<file path="src/rtl/guard_pkg.sv">
// shared constants and carrier types for the ram and peripheral access guard
package guard_pkg;
	// ram region geometry
	localparam int RAM_REGIONS = 32;
	localparam int REGION_KIB = 8;
	localparam int REGION_BYTES = REGION_KIB * 1024;
	localparam int REGION_SHIFT = $clog2(REGION_BYTES);
	localparam int RIDX_W = $clog2(RAM_REGIONS);
	// callable entry area descriptors, extent counted in units of 2**CA_UNIT_SHIFT bytes
	localparam int CA_DESCS = 2;
	localparam int CA_EXT_W = 5;
	localparam int CA_UNIT_SHIFT = 8;
	// peripheral alias nibbles, address bits 31:28
	localparam logic [3:0] ALIAS_NSEC = 4'h4;
	localparam logic [3:0] ALIAS_SEC = 4'h5;
	// register map, byte offsets
	localparam int REG_AW = 12;
	localparam int REG_BLK_LSB = 8;
	localparam int REG_IDX_LSB = 2;
	localparam logic [11:0] EVT_STATUS_OFS = 12'h000;
	localparam logic [11:0] CA_BASE_OFS = 12'h010;
	localparam logic [11:0] RAM_RIGHTS_OFS = 12'h100;
	localparam logic [11:0] PERIPH_SLOT_OFS = 12'h200;
	// ram region register fields
	localparam int RIGHT_LOCK = 8;
	// peripheral slot fields
	localparam int F_CLASS = 0;
	localparam int F_INDEP = 2;
	localparam int F_CFG = 3;
	localparam int F_PSEC = 4;
	localparam int F_DSEC = 5;
	// event status bits
	localparam int EVT_RAM = 0;
	localparam int EVT_PERIPH = 1;

	typedef struct packed {
		logic secure;
		logic exec;
		logic write;
		logic read;
	} ram_region_permission_t;

	localparam ram_region_permission_t RAM_RIGHTS_RST = 4'hf;

	typedef enum logic [1:0] {MAP_SEC, MAP_NSEC, MAP_CFG, MAP_SPLIT} attr_mapping_class_t;
	typedef enum logic [1:0] {MST_CPU, MST_DMA, MST_OTHER} master_t;

	typedef struct packed {
		logic [31:0] addr;
		logic write;
		logic fetch;
		logic secure;
		master_t master;
		logic err_capable;
		logic secure_reg;
	} xfer_req_t;

	typedef struct packed {
		logic bus_err;
		logic security_fault_exc;
		logic bus_fault_exc;
	} fault_t;
endpackage : guard_pkg

</file>
<file path="src/rtl/region_rights_slot.sv">
// one ram region permission set with its lock
`timescale 1ns/1ps
`default_nettype none
module region_rights_slot #(
	parameter guard_pkg::ram_region_permission_t RST_RIGHTS = guard_pkg::RAM_RIGHTS_RST
) (
	// clock and reset
	input wire logic clk_i,
	input wire logic rst_n_i,
	// software write
	input wire logic wr_i,
	input wire guard_pkg::ram_region_permission_t rights_i,
	input wire logic lock_i,
	// held setting
	output guard_pkg::ram_region_permission_t rights_o,
	output logic lock_o
);
	typedef struct packed {
		guard_pkg::ram_region_permission_t rights;
		logic lock;
	} slot_t;

	slot_t st_r;
	slot_t st_nxt;

	always_comb begin
		st_nxt = st_r;
		// lock only clears at reset, so a locked set cannot be reopened
		if (wr_i && !st_r.lock) begin // RL5
			st_nxt.rights = rights_i;
			st_nxt.lock = lock_i;
		end
	end

	always_ff @(posedge clk_i) begin
		if (!rst_n_i) begin
			st_r.rights <= RST_RIGHTS;
			st_r.lock <= 1'b0;
		end else begin
			st_r <= st_nxt;
		end
	end

	assign rights_o = st_r.rights;
	assign lock_o = st_r.lock;
endmodule : region_rights_slot
`default_nettype wire

</file>
<file path="src/rtl/ram_periph_access_guard.sv">
// ram and peripheral access guard with avalon-mm register slave
`timescale 1ns/1ps
`default_nettype none
// Operation
// RL1: ram split into 32 regions of 8 KiB
// RL2: read, write, execute, secure per region
// RL3: fetch gated by execute, reads by read
// RL4: secure region admits only secure transfers; the code also admits non-secure fetches into its callable area
// RL5: lock bit freezes region settings
// RL6: callable area grows down from region top
// RL7: callable area needs nonzero extent, secure region
// RL8: same region twice takes larger extent
// RL9: blocked ram read returns zero
// RL10: bus error to masters that support it
// RL11: cpu security fault, else bus fault plus event
// RL12: other masters get drop plus ram event
// RL13: security fault wins over bus fault
// RL14: slot reports class, takes flag if configurable
// RL15: reset makes configurable peripherals and dma secure
// RL16: secure transfers reach all peripherals
// RL17: split peripheral secure takes secure only
// RL18: nonsecure alias 0x4, secure alias 0x5
// RL19: split nonsecure: both aliases, secure registers hidden
// RL20: nonsecure into 0x5 alias dropped, security fault
// RL21: independent dma flag only when class allows
// RL22: peripheral violation blocks, errors, faults, event; the code raises a fault only for cpu non-secure transfers into the 0x5 alias
// RL23: dropped writes change nothing, reads leak nothing
// RL24: error events collected into status flags
// RL25: region index from offset, same cycle check
// RL26: one pulse per blocked transfer, sticky flag; the code raises no pulse for quiet drops of hidden split registers
module ram_periph_access_guard #(
	parameter int NUM_PERIPH = 16,
	parameter int PERIPH_ID_LSB = 12,
	parameter logic [31:0] RAM_BASE = 32'h2000_0000,
	parameter logic [2*NUM_PERIPH-1:0] MAP_TBL = {NUM_PERIPH{2'h2}},
	parameter logic [NUM_PERIPH-1:0] INDEP_DMA_TBL = {NUM_PERIPH{1'b1}},
	parameter logic [NUM_PERIPH-1:0] HAS_DMA_TBL = {NUM_PERIPH{1'b1}}
) (
	// clock and reset
	input wire logic SYS_CLK_I,
	input wire logic RST_N_I,
	// register slave
	input wire logic [11:0] AVS_ADDRESS_I,
	input wire logic AVS_READ_I,
	input wire logic AVS_WRITE_I,
	input wire logic [31:0] AVS_WRITEDATA_I,
	output logic [31:0] AVS_READDATA_O,
	output logic AVS_WAITREQUEST_O,
	// monitored transfer, address phase
	input wire logic XFER_VALID_I,
	input wire guard_pkg::xfer_req_t XFER_I,
	output logic XFER_ALLOW_O,
	output logic XFER_CALLABLE_O,
	// monitored transfer, data phase
	input wire logic [31:0] SLAVE_RDATA_I,
	output logic [31:0] XFER_RDATA_O,
	output guard_pkg::fault_t FAULT_O,
	// events and dma attributes
	output logic RAM_ACCESS_ERROR_EVENT_O,
	output logic PERIPH_ACCESS_ERROR_EVENT_O,
	output logic [NUM_PERIPH-1:0] DMA_TRANSFER_SECURE_O
);
	localparam int PID_W = (NUM_PERIPH > 1) ? $clog2(NUM_PERIPH) : 1;
	localparam int WW = guard_pkg::REG_BLK_LSB - guard_pkg::REG_IDX_LSB;
	localparam logic [31:0] RAM_SPAN = 32'(guard_pkg::RAM_REGIONS * guard_pkg::REGION_BYTES);
	localparam logic [WW-1:0] CA_W0 =
		guard_pkg::CA_BASE_OFS[guard_pkg::REG_BLK_LSB-1:guard_pkg::REG_IDX_LSB];
	localparam logic [WW-1:0] CA_WN = WW'(2 * guard_pkg::CA_DESCS);

	typedef struct packed {
		logic ack;
		logic [31:0] rdata;
		logic [guard_pkg::CA_DESCS-1:0][guard_pkg::RIDX_W-1:0] ca_region;
		logic [guard_pkg::CA_DESCS-1:0][guard_pkg::CA_EXT_W-1:0] ca_extent;
		logic [NUM_PERIPH-1:0] psec;
		logic [NUM_PERIPH-1:0] dsec;
		logic [1:0] status;
		guard_pkg::fault_t fault;
		logic ram_evt;
		logic per_evt;
		logic dph;
		logic dblk;
		logic [31:0] xdata;
	} state_t;

	state_t st_r;
	state_t st_nxt;

	guard_pkg::ram_region_permission_t [guard_pkg::RAM_REGIONS-1:0] rights;
	logic [guard_pkg::RAM_REGIONS-1:0] locks;
	logic [NUM_PERIPH-1:0] eff_psec;

	// register bus decode
	logic req;
	logic wr_go;
	logic [3:0] blk;
	logic [WW-1:0] w;
	logic [WW-1:0] ca_w;
	logic ram_sel;
	logic per_sel;
	logic ca_sel;
	logic [guard_pkg::RIDX_W-1:0] rsel;
	logic [PID_W-1:0] psel;
	guard_pkg::attr_mapping_class_t wcls;

	// transfer decode
	logic [31:0] ram_ofs;
	logic ram_hit;
	logic per_hit;
	logic asec;
	logic [guard_pkg::RIDX_W-1:0] ridx;
	guard_pkg::ram_region_permission_t rp;
	logic [guard_pkg::CA_EXT_W-1:0] ext;
	logic [guard_pkg::REGION_SHIFT:0] ca_sum;
	logic callable;
	logic r_sec;
	logic r_acc;
	logic [PID_W-1:0] pid;
	guard_pkg::attr_mapping_class_t cls;
	logic mapped;
	logic quiet;
	logic sec_viol;
	logic acc_viol;
	logic viol;
	logic blocked;
	logic cpu;

	assign req = AVS_READ_I || AVS_WRITE_I;
	assign AVS_WAITREQUEST_O = req && !st_r.ack;
	assign wr_go = AVS_WRITE_I && st_r.ack;
	assign blk = AVS_ADDRESS_I[guard_pkg::REG_AW-1:guard_pkg::REG_BLK_LSB];
	assign w = AVS_ADDRESS_I[guard_pkg::REG_BLK_LSB-1:guard_pkg::REG_IDX_LSB];
	assign ca_w = w - CA_W0;
	assign ram_sel = blk == guard_pkg::RAM_RIGHTS_OFS[guard_pkg::REG_AW-1:guard_pkg::REG_BLK_LSB]
		&& 32'(w) < guard_pkg::RAM_REGIONS;
	assign per_sel = blk == guard_pkg::PERIPH_SLOT_OFS[guard_pkg::REG_AW-1:guard_pkg::REG_BLK_LSB]
		&& 32'(w) < NUM_PERIPH;
	assign ca_sel = blk == guard_pkg::CA_BASE_OFS[guard_pkg::REG_AW-1:guard_pkg::REG_BLK_LSB]
		&& w >= CA_W0 && ca_w < CA_WN;
	assign rsel = w[guard_pkg::RIDX_W-1:0];
	assign psel = PID_W'(w);
	assign wcls = guard_pkg::attr_mapping_class_t'(MAP_TBL[2*psel +: 2]);

	genvar g;
	generate
		for (g = 0; g < guard_pkg::RAM_REGIONS; g++) begin : g_region
			region_rights_slot u_slot (
				.clk_i(SYS_CLK_I),
				.rst_n_i(RST_N_I),
				.wr_i(wr_go && ram_sel && rsel == g),
				.rights_i(AVS_WRITEDATA_I[3:0]),
				.lock_i(AVS_WRITEDATA_I[guard_pkg::RIGHT_LOCK]),
				.rights_o(rights[g]),
				.lock_o(locks[g])
			);
		end
		for (g = 0; g < NUM_PERIPH; g++) begin : g_periph
			localparam guard_pkg::attr_mapping_class_t C =
				guard_pkg::attr_mapping_class_t'(MAP_TBL[2*g +: 2]);
			// hardwired classes ignore the stored flag
			assign eff_psec[g] = (C == guard_pkg::MAP_SEC) ? 1'b1 :
				(C == guard_pkg::MAP_NSEC) ? 1'b0 : st_r.psec[g]; // RL14
			assign DMA_TRANSFER_SECURE_O[g] = HAS_DMA_TBL[g] &&
				((INDEP_DMA_TBL[g] && eff_psec[g]) ? st_r.dsec[g] : eff_psec[g]); // RL21
		end
	endgenerate

	// access decision, combinational in the address phase
	always_comb begin
		cpu = XFER_I.master == guard_pkg::MST_CPU;
		ram_ofs = XFER_I.addr - RAM_BASE;
		ram_hit = XFER_I.addr >= RAM_BASE && ram_ofs < RAM_SPAN; // RL1
		ridx = ram_ofs[guard_pkg::REGION_SHIFT +: guard_pkg::RIDX_W]; // RL25
		rp = rights[ridx];
		ext = '0;
		for (int d = 0; d < guard_pkg::CA_DESCS; d++) begin
			// a non-secure region never gets a callable area
			if (st_r.ca_region[d] == ridx && rp.secure && st_r.ca_extent[d] > ext) begin // RL7 RL8
				ext = st_r.ca_extent[d];
			end
		end
		ca_sum = {1'b0, ram_ofs[guard_pkg::REGION_SHIFT-1:0]}
			+ ((guard_pkg::REGION_SHIFT + 1)'(ext) << guard_pkg::CA_UNIT_SHIFT);
		callable = ram_hit && ext != '0 && ca_sum[guard_pkg::REGION_SHIFT]; // RL6
		// callable area lets non-secure code fetch secure entry points
		r_sec = rp.secure && !XFER_I.secure && !(callable && XFER_I.fetch); // RL4
		r_acc = XFER_I.fetch ? !rp.exec : (XFER_I.write ? !rp.write : !rp.read); // RL2 RL3
		asec = XFER_I.addr[31:28] == guard_pkg::ALIAS_SEC;
		per_hit = asec || XFER_I.addr[31:28] == guard_pkg::ALIAS_NSEC;
		pid = XFER_I.addr[PERIPH_ID_LSB +: PID_W];
		cls = guard_pkg::attr_mapping_class_t'(MAP_TBL[2*pid +: 2]);
		mapped = 32'(pid) < NUM_PERIPH &&
			(asec ? (eff_psec[pid] || cls == guard_pkg::MAP_SPLIT) : !eff_psec[pid]); // RL18 RL19
		// secure registers behind the 0x4 alias drop silently, no error
		quiet = per_hit && !asec && cls == guard_pkg::MAP_SPLIT && XFER_I.secure_reg; // RL19
		if (ram_hit) begin
			sec_viol = r_sec;
			acc_viol = r_acc;
		end else begin
			sec_viol = per_hit && asec && !XFER_I.secure; // RL16 RL17 RL20
			acc_viol = per_hit && !mapped;
		end
		viol = XFER_VALID_I && (sec_viol || acc_viol);
		blocked = viol || (XFER_VALID_I && quiet);
	end

	assign XFER_ALLOW_O = XFER_VALID_I && !blocked; // RL9 RL23
	assign XFER_CALLABLE_O = callable;

	always_comb begin
		st_nxt = st_r;
		// register slave: one wait state, read data stands at the ack edge
		st_nxt.ack = req && !st_r.ack;
		st_nxt.rdata = '0;
		if (AVS_READ_I && !st_r.ack) begin
			if (AVS_ADDRESS_I == guard_pkg::EVT_STATUS_OFS) begin
				st_nxt.rdata[1:0] = st_r.status;
			end else if (ca_sel && ca_w[0]) begin
				st_nxt.rdata[guard_pkg::CA_EXT_W-1:0] = st_r.ca_extent[ca_w[WW-1:1]];
			end else if (ca_sel) begin
				st_nxt.rdata[guard_pkg::RIDX_W-1:0] = st_r.ca_region[ca_w[WW-1:1]];
			end else if (ram_sel) begin
				st_nxt.rdata[3:0] = rights[rsel];
				st_nxt.rdata[guard_pkg::RIGHT_LOCK] = locks[rsel];
			end else if (per_sel) begin
				st_nxt.rdata[guard_pkg::F_CLASS +: 2] = wcls;
				st_nxt.rdata[guard_pkg::F_INDEP] = INDEP_DMA_TBL[psel];
				st_nxt.rdata[guard_pkg::F_CFG] = wcls == guard_pkg::MAP_CFG
					|| wcls == guard_pkg::MAP_SPLIT; // RL14
				st_nxt.rdata[guard_pkg::F_PSEC] = eff_psec[psel];
				st_nxt.rdata[guard_pkg::F_DSEC] = DMA_TRANSFER_SECURE_O[psel];
			end
		end
		if (wr_go && ca_sel && ca_w[0]) begin
			st_nxt.ca_extent[ca_w[WW-1:1]] = AVS_WRITEDATA_I[guard_pkg::CA_EXT_W-1:0];
		end
		if (wr_go && ca_sel && !ca_w[0]) begin
			st_nxt.ca_region[ca_w[WW-1:1]] = AVS_WRITEDATA_I[guard_pkg::RIDX_W-1:0];
		end
		if (wr_go && per_sel && (wcls == guard_pkg::MAP_CFG || wcls == guard_pkg::MAP_SPLIT)) begin
			st_nxt.psec[psel] = AVS_WRITEDATA_I[guard_pkg::F_PSEC]; // RL14
			if (INDEP_DMA_TBL[psel]) begin
				st_nxt.dsec[psel] = AVS_WRITEDATA_I[guard_pkg::F_DSEC]; // RL21
			end
		end
		// sticky flags: a pulse in the clearing cycle keeps its flag set
		for (int e = 0; e < 2; e++) begin
			if (wr_go && AVS_ADDRESS_I == guard_pkg::EVT_STATUS_OFS && AVS_WRITEDATA_I[e]) begin
				st_nxt.status[e] = 1'b0;
			end
		end
		if (st_r.ram_evt) begin
			st_nxt.status[guard_pkg::EVT_RAM] = 1'b1; // RL24 RL26
		end
		if (st_r.per_evt) begin
			st_nxt.status[guard_pkg::EVT_PERIPH] = 1'b1; // RL24 RL26
		end
		// reporting, one registered pulse per violating transfer, none for quiet drops
		st_nxt.fault.security_fault_exc = viol && cpu && sec_viol; // RL11 RL13 RL20 RL22
		st_nxt.fault.bus_fault_exc = viol && cpu && ram_hit && !sec_viol; // RL11 RL13
		st_nxt.fault.bus_err = viol && XFER_I.err_capable; // RL10 RL22
		st_nxt.ram_evt = viol && ram_hit && !(cpu && sec_viol); // RL11 RL12 RL26
		st_nxt.per_evt = viol && !ram_hit; // RL22 RL26
		// data phase follows the address phase by one cycle
		st_nxt.dph = XFER_VALID_I && !XFER_I.write;
		st_nxt.dblk = blocked;
		st_nxt.xdata = (st_r.dph && !st_r.dblk) ? SLAVE_RDATA_I : '0; // RL9 RL23
	end

	always_ff @(posedge SYS_CLK_I) begin
		if (!RST_N_I) begin
			st_r <= '0;
			st_r.psec <= '1; // RL15
			st_r.dsec <= '1; // RL15
		end else begin
			st_r <= st_nxt;
		end
	end

	assign AVS_READDATA_O = st_r.rdata;
	assign XFER_RDATA_O = st_r.xdata;
	assign FAULT_O = st_r.fault;
	assign RAM_ACCESS_ERROR_EVENT_O = st_r.ram_evt;
	assign PERIPH_ACCESS_ERROR_EVENT_O = st_r.per_evt;
endmodule : ram_periph_access_guard
`default_nettype wire

</file>
<file path="config.mk">
export PLATFORM = sky130hd
export DESIGN_NAME = ram_periph_access_guard
export DESIGN_NICKNAME = d
export VERILOG_FILES = /design/src/rtl/guard_pkg.sv /design/src/rtl/region_rights_slot.sv /design/src/rtl/ram_periph_access_guard.sv
export SDC_FILE = /design/constraint.sdc
export NUM_CORES = 1
export LEC_CHECK = 0
export BUFFER_PORTS_ARGS = -buffer_cell sky130_fd_sc_hd__buf_2
export CAP_MARGIN = 20
export CORE_UTILIZATION = 45
export CTS_CLUSTER_DIAMETER = 30
export DETAILED_ROUTE_END_ITERATION = 10
export PLACE_DENSITY = 0.66
export RECOVER_POWER = 25
export SYNTH_ARGS = -nofsm -noshare
export SYNTH_HDL_FRONTEND = slang
export SYNTH_SLANG_ARGS = --single-unit
export TNS_END_PERCENT = 1
</file>
<file path="constraint.sdc">
create_clock -name SYS_CLK_I -period 7.52 [get_ports SYS_CLK_I]
set_input_delay 0.752 -clock SYS_CLK_I [delete_from_list [all_inputs] [get_ports SYS_CLK_I]]
set_output_delay 0.752 -clock SYS_CLK_I [all_outputs]
set_load 0.01 [all_outputs]
</file>
## Word-level counts from Yosys, hierarchy flattened

Memories as Yosys holds them, arrays and structs flattened.
Cells that the tools add are included.

| operators by class | value |
|---|---|
| $lt $le $gt $ge | 15 |
| multiplexer cells | 58 |
| equality and inequality tests | 40 |
| bitwise logic cells | 4 |
| shift-type cells | 2 |
| reduce and logical (&&, ||, !) cells | 180 |
| $add $sub $neg | 3 |

Operators with widths:

| cell | number |
|---|---|
| $logic_and A1 B1 Y1 | 113 |
| $eq A5 B5 Y1 const B | 16 |
| $shiftx A32 B6 Y2 const A | 2 |
| $logic_not A1 Y1 | 48 |
| $mux W5 | 9 |
| $bmux W4 S5 | 2 |
| $eq A5 B4 Y1 const B | 8 |
| $bwmux W16 | 2 |
| $ge A32 B30 Y1 const B | 1 |
| $lt A32 B19 Y1 const B | 1 |
| $sub A32 B30 Y32 const B | 1 |
| $mux W1 | 31 |
| $bwmux W10 | 2 |
| $eq A5 B3 Y1 const B | 4 |
| $add A13 B13 Y14 | 1 |
| $bmux W1 S4 | 3 |
| $logic_not A12 Y1 | 1 |
| $lt A5 B6 Y1 const B | 2 |
| $mux W4 | 3 |
| $eq A5 B2 Y1 const B | 2 |
| $eq A5 B5 Y1 | 2 |
| $lt A4 B5 Y1 const B | 2 |
| $eq A4 B3 Y1 const B | 2 |
| $reduce_or A7 Y1 | 1 |
| other kinds (29) | 43 |

| word-level totals | value |
|---|---|
| ROM bits | 16 |
| output and inout bits | 88 |
| register bits after elaboration | 286 |
| bits of input ports | 120 |
| memories | 1 |

Memories:

| name | words | bits a word | rd ports | clocked after memory_dff | wr ports | RTL line | RTL |
|---|---|---|---|---|---|---|---|
| (no name shown) | 16 | 1 | 1 | 0 | 0 | ram_periph_access_guard.sv:242 | `if (INDEP_DMA_TBL[psel]) begin` |

## Logic depth before layout (Yosys ltp)

Gate-level depths: netlist of the first run.

| depth | value |
|---|---|
| depth in word-level cells | 21 |
| depth in mapped cells | 24 |
| mapped depth without buffers | 22 |

## Cells and area by module

From an unflattened synthesis of the first run, not the netlist that was laid out.

| unflattened totals | value |
|---|---|
| cell total of the unflattened synthesis | 1,456 |
| area, all modules | 14,302.5 um2 |

By module, submodules not included:

| module | cells each | instances | seq. area each (um2) | area each (um2) |
|---|---|---|---|---|
| ram_periph_access_guard | 816 | 1 | 2,021.9 | 7,896.3 |
| region_rights_slot | 20 | 32 | 100.1 | 200.2 |

## Least setup slack after synthesis of the first run

Ideal clock, no wire load.

| timing path | value |
|---|---|
| kind | input-to-output |
| start | in XFER_I[22] (netlist bit) |
| end | out XFER_ALLOW_O |
| data required time | 6.768 ns |
| cell stages on the path | 22 |
| arrival | 4.877 ns |
| setup slack | 1.891 ns |
| path through | clkbuf_1 -> mux4_2 -> mux2_2 -> nand3_1 -> nand4_1 -> and2_1 -> nand2_1 -> ha_1 -> and3_1 -> nand3_1 -> and3_1 -> nand2_1 -> nor2b_1 -> o21ai_0 -> ha_1 -> and4_1 -> nand3_1 -> a22o_1 -> nor3_1 -> o21ai_0 -> a21oi_1 -> and3_1 |

| between the ends | value |
|---|---|
| cells in the longest elaborated chain, start to end | 21 |

RTL lines:

| what | RTL line | RTL |
|---|---|---|
| from (decl) | ram_periph_access_guard.sv:51 | `input wire guard_pkg::xfer_req_t XFER_I,` |
| branches (longest 18 deep; another with $sub A32 B30 Y32) | - |  |
| $logic_or A1 B1 Y1 * | ram_periph_access_guard.sv:204 | `blocked = viol \|\| (XFER_VALID_I && quiet);` |
| $logic_not A1 Y1 * | ram_periph_access_guard.sv:207 | `assign XFER_ALLOW_O = XFER_VALID_I && !blocked;` |
| $logic_and A1 B1 Y1 * | ram_periph_access_guard.sv:207 |  |
| to (decl) | ram_periph_access_guard.sv:52 | `output logic XFER_ALLOW_O,` |

Mark *: on every way between the ends. The select of a mux whose other input is x is not followed.

## Worst setup path in the final report of the first run

Ends and elaborated chain as after synthesis.

==> results of run 1 <==
==> cells in the mapped netlist (4+ instances only) <==
master / count / area [um^2]
buf_1: 15 / 56.3
nand2b_1: 4 / 25.0
ha_1: 10 / 125
o21ai_0: 24 / 120
a21boi_0: 10 / 75.1
a21oi_1: 22 / 110
clkbuf_1: 72 / 270
nand2_1: 224 / 841
xor2_1: 8 / 70.1
or3_1: 31 / 194
nor3_1: 17 / 85.1
o21a_1: 25 / 188
nor2_1: 51 / 191
nand4_1: 8 / 50.1
buf_4: 67 / 503
inv_1: 11 / 41.3
and3_1: 5 / 31.3
and2_1: 58 / 363
a22oi_1: 19 / 143
dfxtp_1: 261 / 5230
or4_1: 5 / 37.5
mux4_2: 71 / 1600
nor2b_1: 27 / 169
mux2i_1: 197 / 1970
nand3_1: 81 / 405
buf_2: 32 / 160
buf_6: 5 / 56.3
a211oi_1: 9 / 67.6
nand4b_1: 5 / 43.8
==> where the power goes <==
group / total, mW / internal, mW / switching (mW) / leakage [nW]
logic: 0.194 / 0.0621 / 0.132 / 3.71
registers: 1.39 / 1.39 / 0.00177 / 2.11
clock network: 2.59 / 1.80 / 0.792 / 0.987
==> stage by stage <==
stage               power (mW)  std cells  setup WS (ps)  hold WS [ps]
finish                    4.18       1909            874           387
global route              4.31       1909            515           376
CTS                       4.21       1909            949           373
detailed placement        1.61       1805            960           455
global placement          1.61       1805           1110           449
floorplan                 1.56       1451           1890           436
==> cell type report <==
cell class                      instances  area (um^2)  share of cell area (%)
Clock buffer                           68         1510                    9.44
Clock inverter                         36          523                    3.28
Inverter                               13         48.8                   0.306
Multi-Input combinational cell        986         7430                    46.6
Sequential cell                       261         5230                    32.7
Tap cell                              390          488                    3.06
Timing Repair Buffer                  155          741                    4.64
==> registers in the layout, summed over array words and instances, names as in the netlist <==
register,flops
FAULT_O,3
PERIPH_ACCESS_ERROR_EVENT_O,1
st_r,41
RAM_ACCESS_ERROR_EVENT_O,1
g_region.u_slot.rights_o,128
XFER_RDATA_O,32
AVS_READDATA_O,7
eff_psec,16
g_region.u_slot.lock_o,32
==> cells in the final DEF, fill, tap and decap left out, types with 8 or more instances in the layout <==
cell and n:
mux2i_1 197, buf_2 100, nor2b_1 27, nor2_1 51, inv_1 11, xor2_1 8, bufinv_16 11, clkinv_2 13
nor3_1 17, clkbuf_1 53, a211oi_1 9, dfxtp_1 261, nand2_1 224, ha_1 10, o21a_1 25, o21ai_0 24
nand3_1 81, or3_1 31, clkbuf_16 57, a21boi_0 10, nand4_1 8, a21oi_1 22, a22oi_1 19, mux4_2 71
buf_4 9, and2_1 38, and2_0 21, conb_1 25
==> final timing paths <==
kind	start	endpoint	slack [ps]	cells after the start
min	SLAVE_RDATA_I[22]	XFER_RDATA_O[22]	390	2
min reg2reg	st_r[53]	st_r[53]	470	2
max	XFER_I[22]	XFER_ALLOW_O	870	23
max reg2reg	g_region[27].u_slot.rights_o[3]	FAULT_O[0]	2610	21
==> critical path: stages <==
cell and delay, ps:
buf_2 370, mux4_2 550, mux2_2 280, nand3_1 90, nand4_1 360, and2_1 340
nand2_1 100, ha_1 240, and3_1 160, nand3_1 100, and3_1 230, nand2_1 120
nor2b_1 210, o21ai_0 130, ha_1 300, and4_1 210, nand3_1 90, a22o_1 200
nor3_1 260, o21ai_0 160, a21oi_1 280, and3_1 210, buf_2 130
==> logic make-up (layout without fill, tap and decap cells) <==
| group | after synthesis | after routing | synth area share (%) |
|---|---|---|---|
| xor gates and xnor gates | 11 | 11 | 0.705 |
| and+or+nand+nor | 539 | 539 | 19.3 |
| DFF | 261 | 261 | 38.2 |
| muxes | 269 | 269 | 26.2 |
| AOI/OAI and AO/OA | 132 | 132 | 6.62 |
| other | 1 | 25 | 0.0274 |
| buffers and inverters | 204 | 272 | 8.01 |
| adders and majority gates | 10 | 10 | 0.916 |
==> per-layer routing <==
layer	vias to the layer above	track usage [%]
li1	5039	-
met4	0	8.95
met5	-	0
met3	79	4.37
met1	5156	30.9
met2	443	39.9
==> flow_metrics.env, run 1 <==
export IMPL_p_per_area_mw_per_mm2=262
export IMPL_die_x_um=176
export IMPL_cp_max_fo=17
export IMPL_drc_errors=0
export IMPL_synth_area_mm2=0.0137
export IMPL_slew_violations=122
export IMPL_initial_core_util_pct=46.0
export IMPL_ys_warn_count=0
export IMPL_async_flop_share_pct=0
export IMPL_first_pass_iters=5
export IMPL_route_vias_total=10700
export IMPL_setup_tns_ps=0
export IMPL_gp_congestion=0.871
export IMPL_worstSetupEndpointType="primary output"
export IMPL_status="finished, violations left"
export IMPL_grt_max_degree=122
export IMPL_clock_path_buffers=3
export IMPL_synth_edf_count=0
export IMPL_ctsResizeCount=0
export IMPL_routed_wl_um=37400
export IMPL_std_cell_rows=63
export IMPL_die_h_um=176
export IMPL_cp_arrival_ps=5890
export IMPL_top_layer="met4"
export IMPL_wl_met1_um=15900
export IMPL_ys_seq_area_share_pct=38.2
export IMPL_grt_overflow_total=0
export IMPL_nets=1603
export IMPL_ys_seq_elements=261
export IMPL_dpl_cell_area_mm2=0.0140
export IMPL_grt_setup_unrepaired="no"
export IMPL_hold_class="input port to register"
export IMPL_clkSlewWorstSetupHoldPaths_ps=50
export IMPL_required_ps=6770
export IMPL_ios=208
export IMPL_fin_util_pct=53.7
export IMPL_track_usage_pct=24.0
export IMPL_port_buffers=148
export IMPL_clk_latency_ps=560
export IMPL_worst_pin_slew_ps=5190
export IMPL_synthFlopType="dfxtp_1"
export IMPL_wl_met3_um=2680
export IMPL_core_area_mm2=0.0297
export IMPL_antenna_found_initial=0
export IMPL_grt_pass1_wl_um=58100
export IMPL_period_share_pct=88.4
export IMPL_fin_crit_ps=6650
export IMPL_timing_fmax_ghz=0.150
export IMPL_wl_met2_um=17700
export IMPL_syn_avg_cell_area_um2=9.58
export IMPL_start_kind="input port"
export IMPL_num_fill_cells=2641
export IMPL_root_buffer="clkbuf_16"
export IMPL_setup_violations_final=0
export IMPL_hold_buffers=0
export IMPL_cts_sinks=261
export IMPL_fin_worst_skew_ps=20.7
export IMPL_ys_types=61
export IMPL_via_per_inst=5.61
export IMPL_ant_nets=0
export IMPL_synthCells=1427
export IMPL_hold_viol=0
export IMPL_first_iter_violations=858
export IMPL_ir_worst_vdd_uv=160
export IMPL_drive_gt1_share_pct=19.0
export IMPL_first_global_vias=10400
export IMPL_final_cell_area_mm2=0.0160
export IMPL_p_leak_nw=6.81
export IMPL_antenna_cells=0
export IMPL_areaGrowthSynthToFinish_pct=16.9
export IMPL_max_cap_viol_count=1
export IMPL_dp_hpwl_um=25200
export IMPL_htree_levels=2
export IMPL_die_area_mm2=0.0311
export IMPL_cts_tree="done"
export IMPL_post_cts_repair_setup_buffers=0
export IMPL_criticalPathCategory="input port to primary output"
export IMPL_relSlewSlack_pct=-246
export IMPL_violations="max-capacitance violations, max-slew violations"
export IMPL_wire_per_inst_um=19.6
export IMPL_cts_buffers=56
(Power assumes the default switching activity.)
==> inputs of run 2 (changes only) <==
Settings changed: REMOVE_ABC_BUFFERS from default to 1.
==> run 2 against run 1 <==
Net effect:
- the run still ends with max-capacitance violations, max-slew violations left
- routed wire length is essentially flat
- first-iteration DRC count shrank 2.0%
- die area is the same
- final cell count shrank 0.10%
- non-clock buffer count grew 5
- via count grew 0.22%
- critical path depth is the same
- worst hold slack gained 7.9 ps
- setup slack lost 27 ps
- utilization shrank 0.59 points
- critical path type unchanged
==> flow_metrics.env, run 2 (synthesized netlist as in run 1, its figures left out) <==
export IMPL_cts_tree="done"
export IMPL_fin_crit_ps=6670
export IMPL_max_cap_viol_count=2
export IMPL_die_x_um=176
export IMPL_die_h_um=176
export IMPL_layout_common_cells="261 x dfxtp_1, 224 x nand2_1, 197 x mux2i_1, 100 x buf_2, 81 x nand3_1"
export IMPL_r2r_start="g_region[31].u_slot.rights_o[3]"
export IMPL_ir_worst_vdd_uv=180
export IMPL_setup_violations_final=0
export IMPL_first_global_vias=10100
export IMPL_period_share_pct=88.7
export IMPL_violations="max-capacitance violations, max-slew violations"
export IMPL_layout_commonest_cell="dfxtp_1"
export IMPL_p_per_area_mw_per_mm2=249
export IMPL_fin_worst_skew_ps=25.8
export IMPL_hold_buffers=0
export IMPL_setup_tns_ps=0
export IMPL_htree_levels=2
export IMPL_gp_congestion=0.880
export IMPL_start_kind="input port"
export IMPL_ant_nets=0
export IMPL_first_iter_violations=841
export IMPL_grt_setup_unrepaired="no"
export IMPL_core_area_mm2=0.0297
export IMPL_slew_violations=111
export IMPL_first_pass_iters=6
export IMPL_grt_overflow_total=0
export IMPL_cts_buffers=53
export IMPL_ios=208
export IMPL_route_vias_total=10700
export IMPL_largest_register_ffs=128
export IMPL_required_ps=6770
export IMPL_cp_max_fo=17
export IMPL_criticalPathCategory="input port to primary output"
export IMPL_cts_sinks=261
export IMPL_port_buffers=148
export IMPL_ctsResizeCount=0
export IMPL_cp_arrival_ps=5920
export IMPL_die_area_mm2=0.0311
export IMPL_dpl_cell_area_mm2=0.0140
export IMPL_wire_per_inst_um=19.6
export IMPL_std_cell_rows=63
export IMPL_worst_pin_slew_ps=2750
export IMPL_drc_errors=0
export IMPL_antenna_found_initial=1
export IMPL_clk_latency_ps=550
export IMPL_final_cell_area_mm2=0.0158
export IMPL_timing_fmax_ghz=0.150
export IMPL_dp_hpwl_um=25500
export IMPL_antenna_cells=0
export IMPL_post_cts_repair_setup_buffers=0
export IMPL_relSlewSlack_pct=-83.2
export IMPL_initial_core_util_pct=46.0
export IMPL_worstSetupEndpointType="primary output"
export IMPL_routed_wl_um=37400
export IMPL_areaGrowthSynthToFinish_pct=15.6
export IMPL_hold_class="input port to register"
export IMPL_hp_start="SLAVE_RDATA_I[11]"
export IMPL_nets=1605
export IMPL_track_usage_pct=23.6
export IMPL_p_leak_nw=6.70
export IMPL_root_buffer="clkbuf_16"
export IMPL_grt_max_degree=114
export IMPL_grt_pass1_wl_um=57200
export IMPL_via_per_inst=5.63
export IMPL_worstSetupStartpoint="XFER_I[22]"
export IMPL_drive_gt1_share_pct=18.7
export IMPL_clkSlewWorstSetupHoldPaths_ps=50
export IMPL_hold_viol=0
export IMPL_clock_path_buffers=3
export IMPL_status="finished, violations left"
-- run 2: cell types whose count changed in the layout (fill, tap and decap cells not counted), moves of 2 or more --
cell,previous run,this run
bufinv_16,11,6
buf_4,9,12
clkinvlp_4,5,9
clkbuf_16,57,54
clkbuf_1,53,55
clkinv_2,13,9
and2_0,21,15
and2_1,38,44
-- run 2: routing by layer --
| metal | wire length [um] | GRT usage, % | part of all wire [%] | vias to the layer above |
|---|---|---|---|---|
| met5 | 13 | 0 | 0.035 | - |
| met4 | 881 | 8.08 | 2.4 | 2 |
| met3 | 2710 | 4.11 | 7.3 | 68 |
| met2 | 17800 | 39.1 | 48 | 448 |
| met1 | 16000 | 30.9 | 43 | 5176 |
| li1 | - | - | - | 5047 |
-- run 2: power by group --
part | internal (mW) | leakage (nW) | switching [mW]
clock | 1.57 | 0.861 | 0.774
combinational | 0.0639 | 3.73 | 0.132
sequential | 1.39 | 2.11 | 0.00169
-- run 2: final timing paths --
path	end	slack, ps	cells past startpoint
setup reg to reg	FAULT_O[0]	2630	21
setup / recovery	XFER_ALLOW_O	850	23
hold reg to reg	st_r[41]	460	2
hold / removal	XFER_RDATA_O[11]	390	2
-- run 2: cell type report --
| class | count | area, um^2 |
|---|---|---|
| fillers | 2688 | 13900 |
| multi-input cells | 986 | 7430 |
| flip-flops and latches | 261 | 5230 |
| clock buffers | 67 | 1450 |
| repair buffers | 160 | 795 |
| well taps | 390 | 488 |
| clock inverters | 30 | 353 |
| inverters | 13 | 48.8 |
-- run 2: critical path, stage by stage --
cell	delay [ps]
buf_2	400
mux4_2	560
mux2_2	270
nand3_1	110
nand4_1	370
and2_1	350
nand2_1	90
ha_1	240
and3_1	160
nand3_1	100
and3_1	200
nand2_1	100
nor2b_1	210
o21ai_0	140
ha_1	300
and4_1	220
nand3_1	90
a22o_1	180
nor3_1	260
o21ai_0	160
a21oi_1	290
and3_1	220
buf_2	130
-- run 2: through the flow --
step | hold WS (ps) | power [mW] | utilization [%] | setup slack, ps | instances
global route | 386 | 4.04 | 53.1 | 434 | 1907
floorplan | 435 | 1.49 | - | 2190 | 1260
global placement | 449 | 1.61 | 47.2 | 1010 | 1809
detailed placement | 453 | 1.61 | 47.2 | 880 | 1809
finish | 395 | 3.93 | 53.1 | 847 | 1907
CTS | 380 | 3.95 | 53.3 | 873 | 1906
==> inputs of run 3 (changes only) <==
--- a/config.mk
+++ b/config.mk
@@ -8,7 +8,9 @@
 export BUFFER_PORTS_ARGS = -buffer_cell sky130_fd_sc_hd__buf_2
 export CAP_MARGIN = 20
+export CORE_MARGIN = 2
 export CORE_UTILIZATION = 45
 export CTS_CLUSTER_DIAMETER = 30
 export DETAILED_ROUTE_END_ITERATION = 10
+export GPL_TIMING_DRIVEN = 1
 export PLACE_DENSITY = 0.66
 export RECOVER_POWER = 25
==> constraint.sdc (replaced) <==
create_clock -name SYS_CLK_I -period 7.52 [get_ports SYS_CLK_I]
set_input_delay 0 -clock SYS_CLK_I [delete_from_list [all_inputs] [get_ports SYS_CLK_I]]
set_output_delay 0 -clock SYS_CLK_I [all_outputs]
set_load 0.01 [all_outputs]
==> run 3 against run 2 <==
Net effect:
- the run still ends with max-capacitance violations, max-slew violations left
- via count grew 5.2%
- sequential cell count is the same
- combinational power grew 12%
- first-iteration DRC count grew 1.2%
- power grew 18%
- worst hold slack lost 380 ps
- setup slack gained 760 ps
- maximum frequency grew 13%
- utilization grew 3.8 points
- cell area grew 7.3%
- largest power group unchanged
- highest routed layer is now met4
==> flow_metrics.env, run 3 (synthesized netlist as in run 1, its figures left out) <==
export IMPL_status="finished, violations left"
export IMPL_violations="max-capacitance violations, max-slew violations"
export IMPL_fin_worst_skew_ps=36.7
export IMPL_dpl_cell_area_mm2=0.0140
export IMPL_root_buffer="clkbuf_16"
export IMPL_min_path_cells=3
export IMPL_route_vias_total=11300
export IMPL_first_iter_violations=851
export IMPL_p_leak_nw=7.25
export IMPL_cts_buffers=66
export IMPL_hold_class="input port to register"
export IMPL_clock_path_buffers=3
export IMPL_cts_sinks=261
export IMPL_critPathSlowestCell="dlygate4sd3_1"
export IMPL_combPwrFrac_pct=4.8
export IMPL_grt_max_degree=101
export IMPL_timing_fmax_ghz=0.169
export IMPL_period_share_pct=78.7
export IMPL_first_global_vias=11400
export IMPL_hold_viol=0
export IMPL_reg2reg_depth=23
export IMPL_drive_gt1_share_pct=19.1
export IMPL_p_clk_share_pct=65.1
export IMPL_setup_violations_final=0
export IMPL_grt_setup_unrepaired="no"
export IMPL_die_area_mm2=0.0318
export IMPL_p_per_area_mw_per_mm2=273
export IMPL_core_area_mm2=0.0298
export IMPL_worstSetupEndpointType="register"
export IMPL_cp_max_fo=7
export IMPL_power_mw=4.62
export IMPL_intPower_mw=3.56
export IMPL_antenna_found_initial=0
export IMPL_cts_tree="done"
export IMPL_routed_wl_um=40700
export IMPL_ant_nets=0
export IMPL_drc_errors=0
export IMPL_nets=1675
export IMPL_slowest_delay_ps=590
export IMPL_clk_latency_ps=570
export IMPL_track_usage_pct=25.3
export IMPL_grt_overflow_total=0
export IMPL_criticalPathCategory="register to register"
export IMPL_areaGrowthSynthToFinish_pct=24.1
export IMPL_port_buffers=148
export IMPL_relSlewSlack_pct=-55.6
export IMPL_ios=208
export IMPL_layout_common_cells="261 x dfxtp_1, 224 x nand2_1, 197 x mux2i_1, 100 x buf_2, 81 x nand3_1"
export IMPL_setup_tns_ps=0
export IMPL_gp_congestion=0.868
export IMPL_largest_register_ffs=128
export IMPL_post_cts_repair_setup_buffers=0
export IMPL_p_seq_share_pct=30.2
export IMPL_die_h_um=178
export IMPL_switching_share_pct=23.1
export IMPL_fin_crit_ps=5920
export IMPL_via_per_inst=5.68
export IMPL_worstSetupStartpoint="g_region[31].u_slot.rights_o[3]"
export IMPL_grt_pass1_wl_um=62700
export IMPL_wire_per_inst_um=20.5
export IMPL_initial_core_util_pct=45.9
export IMPL_dp_hpwl_um=26200
export IMPL_dp_cells=1806
export IMPL_max_cap_viol_count=1
export IMPL_switchingPower_mw=1.07
export IMPL_layout_commonest_cell="dfxtp_1"
export IMPL_final_cell_area_mm2=0.0170
export IMPL_cp_arrival_ps=6420
export IMPL_worst_slack_ps=1600
export IMPL_slew_violations=57
export IMPL_die_x_um=178
export IMPL_pre_cts_ws_ps=2270
export IMPL_required_ps=8030
export IMPL_crit_chain="mux4_2 -> mux2_2 -> nand3_1 -> nand4_1 -> and2_1 -> nand2_1 -> ha_1 -> and3_1 -> nand3_1 -> and3_1 -> nand2_1 -> nor2b_1 -> o21ai_0 -> ha_1 -> and4_1 -> nand3_1 -> a22o_1 -> nor3_1 -> o21a_1 -> o31ai_1 -> dlygate4sd3_1 -> nor3_1 -> dlygate4sd3_1"
export IMPL_worst_pin_slew_ps=2330
export IMPL_first_pass_iters=5
export IMPL_hp_start="AVS_WRITEDATA_I[3]"
export IMPL_ir_worst_vdd_uv=213
export IMPL_start_kind="register"
export IMPL_final_cells=1990
export IMPL_std_cell_rows=63
export IMPL_htree_levels=3
export IMPL_clkSlewWorstSetupHoldPaths_ps=50
export IMPL_r2r_start="g_region[31].u_slot.rights_o[3]"
export IMPL_cpMostUsedCell="nand3_1"
-- run 3: final cells by class --
cell class / instances / area, um^2
Antenna cell: 2 / 5.00
Clock buffer: 84 / 1830
Clock inverter: 37 / 563
Fill cell: 2543 / 12800
Inverter: 13 / 48.8
Multi-Input combinational cell: 986 / 7430
Sequential cell: 261 / 5230
Tap cell: 390 / 488
Timing Repair Buffer: 217 / 1360
-- run 3: through the flow --
stage	hold WS (ps)	util [%]
2_1_floorplan	61.9	-
3_5_place_dp	202	47.0
6_report	18.6	56.9
3_3_place_gp	199	47.0
5_1_grt	47.5	56.9
4_1_cts	11.2	57.1
-- run 3: worst paths after layout --
check	endpoint	slack, ps
min reg2reg	st_r[41]	460
max	FAULT_O[0]	1600
min	g_region[26].u_slot.rights_o[3]	20
max reg2reg	FAULT_O[0]	1600
-- run 3: metal layers --
| layer | part of all wire [%] | GRT usage [%] | up-vias |
|---|---|---|---|
| met1 | 40 | 30.7 | 5532 |
| met2 | 49 | 43.6 | 450 |
| met3 | 6.3 | 4.52 | 120 |
| li1 | - | - | 5198 |
| met4 | 4.1 | 11.7 | 0 |
| met5 | 0 | 0 | - |
-- run 3: power by group through the flow --
stage,logic [mW],clock network (mW),registers (mW)
6_report,0.220,3.01,1.39
5_1_grt,0.234,3.11,1.39
4_1_cts,0.216,3.03,1.39
3_5_place_dp,0.194,0,1.42
3_3_place_gp,0.193,0,1.42
2_1_floorplan,0.0667,0,1.42
-- run 3: critical path: cells and delay by family, from the launching register on --
family | cells | cell delay (ps)
AO/OA/AOI/OAI | 4 | 590
adder cells (fa/ha/maj) | 2 | 550
buffers and inverters | 2 | 1140
flip-flops | 1 | 320
multiplexers | 2 | 770
AND/OR/NAND/NOR | 13 | 2490
-- run 3: what timing repair did --
item	CTS	global route
hold buffers	61	0
resized for setup	0	0
hold endpoints to repair	108	0
